**src/rtl/odac_pkg.sv**
```systemverilog
// Constants shared by the output update control logic
`default_nettype none
package odac_pkg;
  localparam int          CHANNELS        = 8;
  localparam int          CODE_WIDTH      = 16;
  localparam int          ADDR_WIDTH      = 5;
  localparam int          SYNC_STAGES     = 2;
  // Channel data registers sit at addresses 0x08..0x0F
  localparam logic [1:0]  DATA_BANK_SEL   = 2'h1;
  localparam int          BANK_SEL_POS    = 3;
  localparam int          CHAN_SEL_WIDTH  = 3;
  // Reset levels chosen by the reset level select pin
  localparam logic [15:0] RESET_CODE_ZERO = 16'h0000;
  localparam logic [15:0] RESET_CODE_MID  = 16'h8000;
  // Cycles after reset release before the load pin is sampled as a strap
  localparam logic [1:0]  STRAP_DELAY     = 2'h2;
  typedef enum logic [1:0] {
    ODAC_WAIT_STRAP = 2'b00,
    ODAC_MODE_SYNC  = 2'b01,
    ODAC_MODE_ASYNC = 2'b10
  } odac_mode_type;
endpackage
`default_nettype wire

```
**src/rtl/odac_sync.sv**
```systemverilog
// Two-flop synchroniser for pin levels
`default_nettype none
module odac_sync #(
  parameter int          WIDTH = 1,
  parameter logic [15:0] INIT  = 16'h0000
) (
  input  wire logic             i_clock,
  input  wire logic             i_rst,
  input  wire logic [WIDTH-1:0] i_pin,
  output var  logic [WIDTH-1:0] o_level
);
  logic [WIDTH-1:0] stage1;

  ////////////////////////////////////////////////////////////////////////
  // First stage feeds only the second stage
  always_ff @(posedge i_clock or posedge i_rst) begin
    if (i_rst) begin
      stage1  <= INIT[WIDTH-1:0];
      o_level <= INIT[WIDTH-1:0];
    end else begin
      stage1  <= i_pin;
      o_level <= stage1;
    end
  end
endmodule
`default_nettype wire

```
**src/rtl/odac_update_ctrl.sv**
```systemverilog
// Output update control of the eight-channel converter
// Host pins pass two flops; every code and flag leaves the block from a flop.
`default_nettype none
module odac_update_ctrl
  import odac_pkg::*;
(
  input  wire logic                                    I_CLOCK,
  input  wire logic                                    I_SYS_RST,
  input  wire logic                                    I_OUTPUT_CLAMP_N,
  input  wire logic                                    I_LATCH_LOAD_N,
  input  wire logic                                    I_RESET_N,
  input  wire logic                                    I_RESET_LEVEL_SELECT,
  input  wire logic                                    I_ENGINE_ACTIVE,
  input  wire logic                                    I_WRITE,
  input  wire logic [odac_pkg::ADDR_WIDTH-1:0]         I_ADDRESS,
  input  wire logic [odac_pkg::CODE_WIDTH-1:0]         I_DATA,
  output var  logic                                    O_BUSY_OUT,
  output var  logic                                    O_BUSY_OE_N,
  output var  logic                                    O_CLAMP_TO_GROUND,
  output var  logic                                    O_AMP_CONNECT,
  output var  logic                                    O_ASYNC_MODE,
  output var  logic [odac_pkg::CHANNELS*odac_pkg::CODE_WIDTH-1:0] O_CHANNEL_CODE
);
  import odac_pkg::*;

  ////////////////////////////////////////////////////////////////////////
  // Pin synchronisers
  // Every host pin is asynchronous to the clock, so all four pass two flops.
  // The flops reset to the idle pin levels: clamp, load and reset high and
  // level select low, so no false clamp or hardware reset follows a system
  // reset while the first real pin samples are still on their way.
  logic [3:0]            pins_raw;
  logic [3:0]            pins_sync;
  logic                  clamp_n;
  logic                  load_n;
  logic                  reset_n;
  logic                  level_sel;

  assign pins_raw = {I_OUTPUT_CLAMP_N, I_LATCH_LOAD_N, I_RESET_N, I_RESET_LEVEL_SELECT};

  odac_sync #(
    .WIDTH (4),
    .INIT  (16'h000E)
  ) u_pin_sync (
    .i_clock (I_CLOCK),
    .i_rst   (I_SYS_RST),
    .i_pin   (pins_raw),
    .o_level (pins_sync)
  );

  assign clamp_n   = pins_sync[3];
  assign load_n    = pins_sync[2];
  assign reset_n   = pins_sync[1];
  assign level_sel = pins_sync[0];

  ////////////////////////////////////////////////////////////////////////
  // Update mode strap, taken from the load pin once after power-up
  // The level is captured only once the synchroniser holds real pin samples,
  // and the choice then holds until the next system reset. A host that moves
  // the load pin later cannot change the update mode.
  odac_mode_type mode;
  odac_mode_type next_mode;
  logic [1:0]    strap_count;
  logic [1:0]    next_strap_count;

  // Counts the settle cycles, then picks the mode from the load pin
  always_comb begin
    next_mode        = mode;
    next_strap_count = strap_count;
    unique case (mode)
      ODAC_WAIT_STRAP: begin
        if (strap_count == STRAP_DELAY) begin
          next_mode = load_n ? ODAC_MODE_SYNC : ODAC_MODE_ASYNC;
        end else begin
          next_strap_count = strap_count + 2'h1;
        end
      end
      ODAC_MODE_SYNC: begin
        next_mode = ODAC_MODE_SYNC;
      end
      ODAC_MODE_ASYNC: begin
        next_mode = ODAC_MODE_ASYNC;
      end
      default: begin
        next_mode = ODAC_WAIT_STRAP;
      end
    endcase
  end

  // Mode and strap counter registers
  always_ff @(posedge I_CLOCK or posedge I_SYS_RST) begin
    if (I_SYS_RST) begin
      mode        <= ODAC_WAIT_STRAP;
      strap_count <= 2'h0;
    end else begin
      mode        <= next_mode;
      strap_count <= next_strap_count;
    end
  end

  ////////////////////////////////////////////////////////////////////////
  // Address decode of the channel data registers
  // Only the data bank is decoded here; other banks belong to registers
  // outside this block and are ignored, as are writes during power-up
  // or while the hardware reset pin is low.
  logic                      bank_hit;
  logic [CHAN_SEL_WIDTH-1:0] chan_sel;
  logic [CODE_WIDTH-1:0]     reset_code;
  logic                      transparent;
  logic                      power_up;

  assign bank_hit   = (I_ADDRESS[ADDR_WIDTH-1:BANK_SEL_POS] == DATA_BANK_SEL);
  assign chan_sel   = I_ADDRESS[CHAN_SEL_WIDTH-1:0];
  assign reset_code = level_sel ? RESET_CODE_MID : RESET_CODE_ZERO;
  assign power_up   = (mode == ODAC_WAIT_STRAP);
  // Asynchronous mode keeps latches open; synchronous mode follows the pin
  // In synchronous mode the latches open only while the synced pin is low
  assign transparent = (mode == ODAC_MODE_ASYNC) || ((mode == ODAC_MODE_SYNC) && !load_n);

  ////////////////////////////////////////////////////////////////////////
  // Per-channel data register and output latch
  // Each channel keeps a data register that the host writes and an output
  // latch that drives the converter code. The latch copies the register one
  // edge after the register takes a write, so a code reaches the output two
  // edges after its write strobe while the latches are open.
  logic [CODE_WIDTH-1:0] data_reg [CHANNELS];
  logic [CODE_WIDTH-1:0] latch    [CHANNELS];

  genvar ch;
  generate
    for (ch = 0; ch < CHANNELS; ch++) begin : g_chan
      logic [CODE_WIDTH-1:0] next_data;
      logic [CODE_WIDTH-1:0] next_latch;

      // Hardware reset wins over writes and latch loads
      always_comb begin
        next_data  = data_reg[ch];
        next_latch = latch[ch];
        if (!reset_n || power_up) begin
          next_data  = reset_code;
          next_latch = reset_code;
        end else begin
          if (I_WRITE && bank_hit && (chan_sel == CHAN_SEL_WIDTH'(ch))) begin
            next_data = I_DATA;
          end
          if (transparent) begin
            next_latch = data_reg[ch];
          end else begin
            next_latch = latch[ch];
          end
        end
      end

      // Data register and latch flops
      always_ff @(posedge I_CLOCK or posedge I_SYS_RST) begin
        if (I_SYS_RST) begin
          data_reg[ch] <= RESET_CODE_ZERO;
          latch[ch]    <= RESET_CODE_ZERO;
        end else begin
          data_reg[ch] <= next_data;
          latch[ch]    <= next_latch;
        end
      end

      // Code output is the latch itself, so it moves with the latch
      assign O_CHANNEL_CODE[ch*CODE_WIDTH +: CODE_WIDTH] = latch[ch];
    end
  endgenerate

  ////////////////////////////////////////////////////////////////////////
  // Output switch, busy pin and mode flag
  // Every flag is registered so a pin decode never glitches an output.
  // The clamp flag needs no load pin: a low clamp pin grounds the outputs
  // whatever the load pin or the mode is doing.
  // The busy pin is open drain: its value stays low and only the enable
  // moves, low while the correction engine runs and high otherwise.
  logic next_clamp;
  logic next_connect;
  logic next_busy_oe_n;
  logic next_busy_out;
  logic next_async;

  always_comb begin
    next_clamp     = !clamp_n;
    next_connect   = clamp_n && (!load_n || (mode == ODAC_MODE_ASYNC));
    next_busy_oe_n = !I_ENGINE_ACTIVE;
    next_busy_out  = 1'b0;
    next_async     = (next_mode == ODAC_MODE_ASYNC);
  end

  // Flag registers; reset leaves the outputs grounded and the busy pin free
  always_ff @(posedge I_CLOCK or posedge I_SYS_RST) begin
    if (I_SYS_RST) begin
      O_CLAMP_TO_GROUND <= 1'b1;
      O_AMP_CONNECT     <= 1'b0;
      O_BUSY_OE_N       <= 1'b1;
      O_BUSY_OUT        <= 1'b0;
      O_ASYNC_MODE      <= 1'b0;
    end else begin
      O_CLAMP_TO_GROUND <= next_clamp;
      O_AMP_CONNECT     <= next_connect;
      O_BUSY_OE_N       <= next_busy_oe_n;
      O_BUSY_OUT        <= next_busy_out; // Open drain only ever pulls low
      O_ASYNC_MODE      <= next_async;
    end
  end
endmodule
`default_nettype wire

```
**config.mk**
```make
export PLATFORM = sky130hd
export DESIGN_NAME = odac_update_ctrl
export DESIGN_NICKNAME = d
export VERILOG_FILES = /design/src/rtl/odac_pkg.sv /design/src/rtl/odac_sync.sv /design/src/rtl/odac_update_ctrl.sv
export SDC_FILE = /design/constraint.sdc
export NUM_CORES = 1
export LEC_CHECK = 0
export BUFFER_PORTS_ARGS = -buffer_cell sky130_fd_sc_hd__buf_4
export CAP_MARGIN = 40
export CORE_ASPECT_RATIO = 0.8
export CORE_UTILIZATION = 25
export CTS_CLUSTER_SIZE = 28
export DETAILED_ROUTE_END_ITERATION = 6
export RECOVER_POWER = 50
export SYNTH_ARGS = -nofsm -noshare
export SYNTH_HDL_FRONTEND = slang
export SYNTH_SLANG_ARGS = --single-unit
```
**constraint.sdc**
```tcl
create_clock -name I_CLOCK -period 20.4 [get_ports I_CLOCK]
set_input_delay 4.08 -clock I_CLOCK [delete_from_list [all_inputs] [get_ports I_CLOCK]]
set_output_delay 4.08 -clock I_CLOCK [all_outputs]
set_load 0.01 [all_outputs]
```
==> out/results.txt <==
Power spread over the standard cell area amounts to 95.64 mW/mm². The run gives 33,980 µm as the wire length reported by the detailed router. During I/O placement, the number of pins put on the boundary was 162. Counting distinct cell types in the post-synthesis netlist gives 33. Setup slack closes at 10.63 ns. OpenSTA, run right after detailed placement, puts the worst setup slack at 14.70 ns. The tools report the post-cts hold buffer count as 0. The first detailed-routing pass took 7 iterations. The total clock sinks is 272, and the portion of the clock cycle consumed by the worst path in the final layout is 47.88%. In this run the horizontal extent of the chip is 233.6 µm. Static timing analysis puts the maximum clock frequency at 102.4 MHz. The level count of the clock H-tree is 1. The synthesized area per cell was 11.28 µm²; the filler cell count was 4,309.

For the pin count of the biggest net entering global routing, the log shows 87. Across the run, the number of max-cap violations was 9. Overall overflow remaining after global route: 0. The simple-gate area share of the yosys netlist came out at 7.549%. For the arrival time at the worst endpoint, the log shows 10.48 ns. The worst relative slew slack is -201.3%, and the via count of the first global-routing pass is 8,156. The transition at the pin with the smallest max-transition slack was 4.520 ns. Leaving out fill and tap cells, the most frequent cells in the layout are dfrtp_1, buf_4, a21oi_1. Once detailed placement completed, the half-perimeter wirelength came to 20,780 µm. In this run, the number of DRC markers left after iteration 0 of detailed routing was 793. The count of port buffers added during placement was 160; the fraction of the yosys area taken by sequential cells was 63.56%. Clock skew on the completed layout was measured at 0.01196 ns.

The detailed router placed 8,334 vias in this run. The xor/xnor share of the synthesized area was 0.08167%. Once the floorplan was initialized, standard cells occupied 25.48% of the core. The congestion estimate from routability-driven global placement came to 0.7286.

The die covers 0.04373 mm². In the routed design, unresolved DRC markers number 16. TritonCTS built the clock tree. The library cell used most frequently in the layout, excluding fill and tap cells, is dfrtp_1. Type of the most critical hold path: flip-flop to flip-flop.

The worst setup path is launched from an input port. Summed over all cells, the static leakage comes to 5.835 nW. The mean number of vias per cell works out to 5.135. In the final routed layout, each cell accounts on average for 20.94 µm. The area growth from synthesis to layout is 22.17%. In the synthesized netlist, mux cells make up 0% of the area.

Once the clock tree was built, the resizer swapped 0 gates to a different size. Clock tree synthesis inserted a total of 28 buffers. Setup repair after global routing left no endpoint under its margin.

At the later pin of the worst-skew pair, clock insertion delay measures 0.56 ns. Summing the areas of all fa, ha and maj instances in the mapped netlist gives 0.1167% of the synthesized area. The synthesized design contains 272 register bits.

The tools report the core area as 0.04208 mm². The tree is rooted in a clkbuf_16. The repair_antennas step left the layout with diodes totalling 0. The first global-routing pass estimated 52,080 µm of wire. The share of final-layout standard cells stronger than drive strength 1 is 21.29%. The flow ran to the end, but the final reports show violations. The netlist area before placement was 0.01072 mm²; the data required time of the worst path was 21.11 ns. The clock period minus worst slack was 9.767 ns. The checks that failed: design-rule violations, max-capacitance violations, max-slew violations.

The net count of the finished layout is 1,079. The type of the worst setup path was input port to async pin. In this run the worst path has a maximum fanout of 86. The logs give 0 for the count of endpoints failing setup in the final report and 0 ns for the total negative setup slack.

The chip height was 187.3 µm. The post-CTS setup buffer count is 0. Clock-pin slew was measured on the worst setup and hold paths at 0.06 ns. After synthesis, the largest family of logic cells by area is compound AO/OA/AOI/OAI gates. Once detail routing completed, the nets flagged for antenna violations numbered 0.

For the count of synthesis-stage warnings from yosys, the log shows 0. The number of nets handed over by synthesis was 981. The number of hold violations in the final report came out at 0. The worst IR drop on VDD is 68.80 µV. After technology mapping, the gate count stands at 951.

The synthesized netlist devotes 23.21% of its cell area to compound gates. The run gives 0 as the initial antenna violation count. No sink is reached through more buffers than the 3 on the longest clock path.

For the number of max-slew violations in the final report, the log shows 581. The initialized floorplan defines 67 standard-cell rows. STA classifies the critical path endpoint as an async pin. The tools report the combined global-route utilization of all metal layers as 15.50%.
[path summary, 6_finish.rpt]
kind | to | from | depth (start not counted) | slack, ns
max | O_CHANNEL_CODE[106] | I_SYS_RST | 5 | 10.63
min | u_pin_sync.o_level[2] | u_pin_sync.stage1[2] | 0 | 0.35
max reg2reg | O_CHANNEL_CODE[111] | mode[0] | 5 | 13.97
min reg2reg | u_pin_sync.o_level[2] | u_pin_sync.stage1[2] | 0 | 0.35
max in group I_CLOCK | data_reg[69] | I_ADDRESS[4] | 5 | 13.61
min in group asynchronous | O_CHANNEL_CODE[77] | I_SYS_RST | 2 | 4.20
[Yosys cell counts, drive strengths merged]
library cell / instances / area [µm²]
or3: 1 / 6.260
nand2: 10 / 37.54
and3: 1 / 6.260
a21oi: 130 / 650.6
and3b: 3 / 26.28
ha: 1 / 12.51
dfrtp: 264 / 6606
xnor2: 1 / 8.760
nand2b: 1 / 6.260
nor3b: 2 / 20.02
dfstp: 8 / 210.2
nand3: 122 / 610.6
o21a: 1 / 7.510
nand3b: 3 / 22.52
o21ai: 130 / 654.4
clkbuf: 41 / 156.4
a22o: 120 / 1051
o211a: 1 / 17.52
nor2: 13 / 56.30
o211ai: 1 / 7.510
inv: 5 / 18.77
a31oi: 16 / 100.1
buf: 73 / 409.1
or3b: 2 / 17.52
conb: 1 / 3.750
[metrics by stage]
step	instances	utilization [%]	cell area, µm²	total power, mW	hold WS (ns)
final	1623	31.13	13100	1.253	0.3531
after global routing	1623	31.13	13100	1.305	0.3592
after CTS	1623	31.35	13190	1.274	0.3544
after detailed placement	1571	29.22	12300	0.7697	0.3468
after global placement	1566	29.00	12210	0.7618	0.3416
after floorplan	951	-	10720	0.7062	0.3312
[logic make-up (layout without fill, tap and decap cells)]
logic type	after synthesis	after routing
adder cells (fa/ha/maj)	1	1
XOR/XNOR	1	1
AO/OA/AOI/OAI	399	399
AND/OR/NAND/NOR	158	158
other	1	1
flip-flops	272	272
buffers and inverters	119	239
[power by group]
group / switching (mW) / internal (mW)
Sequential: 0.0149 / 0.561
Clock: 0.216 / 0.286
Combinational: 0.136 / 0.0392
[area by class of cell]
class                   instances  area [µm²]  area share [%]
flip-flops and latches        272        6817           52.03
multi-input cells             560        3317           25.32
repair buffers                182        1364           10.41
clock buffers                  45       855.8           6.532
well taps                     552       690.7           5.272
clock inverters                 7       37.54          0.2865
inverters                       5       20.02          0.1528
[routing by layer]
layer / global-route usage, % / wire length (µm)
met1: 22.79 / 15340
met5: 0 / 0
met4: 4.620 / 936
met2: 22.92 / 15110
met3: 2.896 / 2587
[worst max-delay path: stages]
cell,delay (ns)
clkbuf_4,0.11
clkinvlp_2,1.35
clkbuf_1,3.25
clkbuf_1,1.19
buf_16,0.34
No activity file was read; power rests on OpenSTA's default activity.
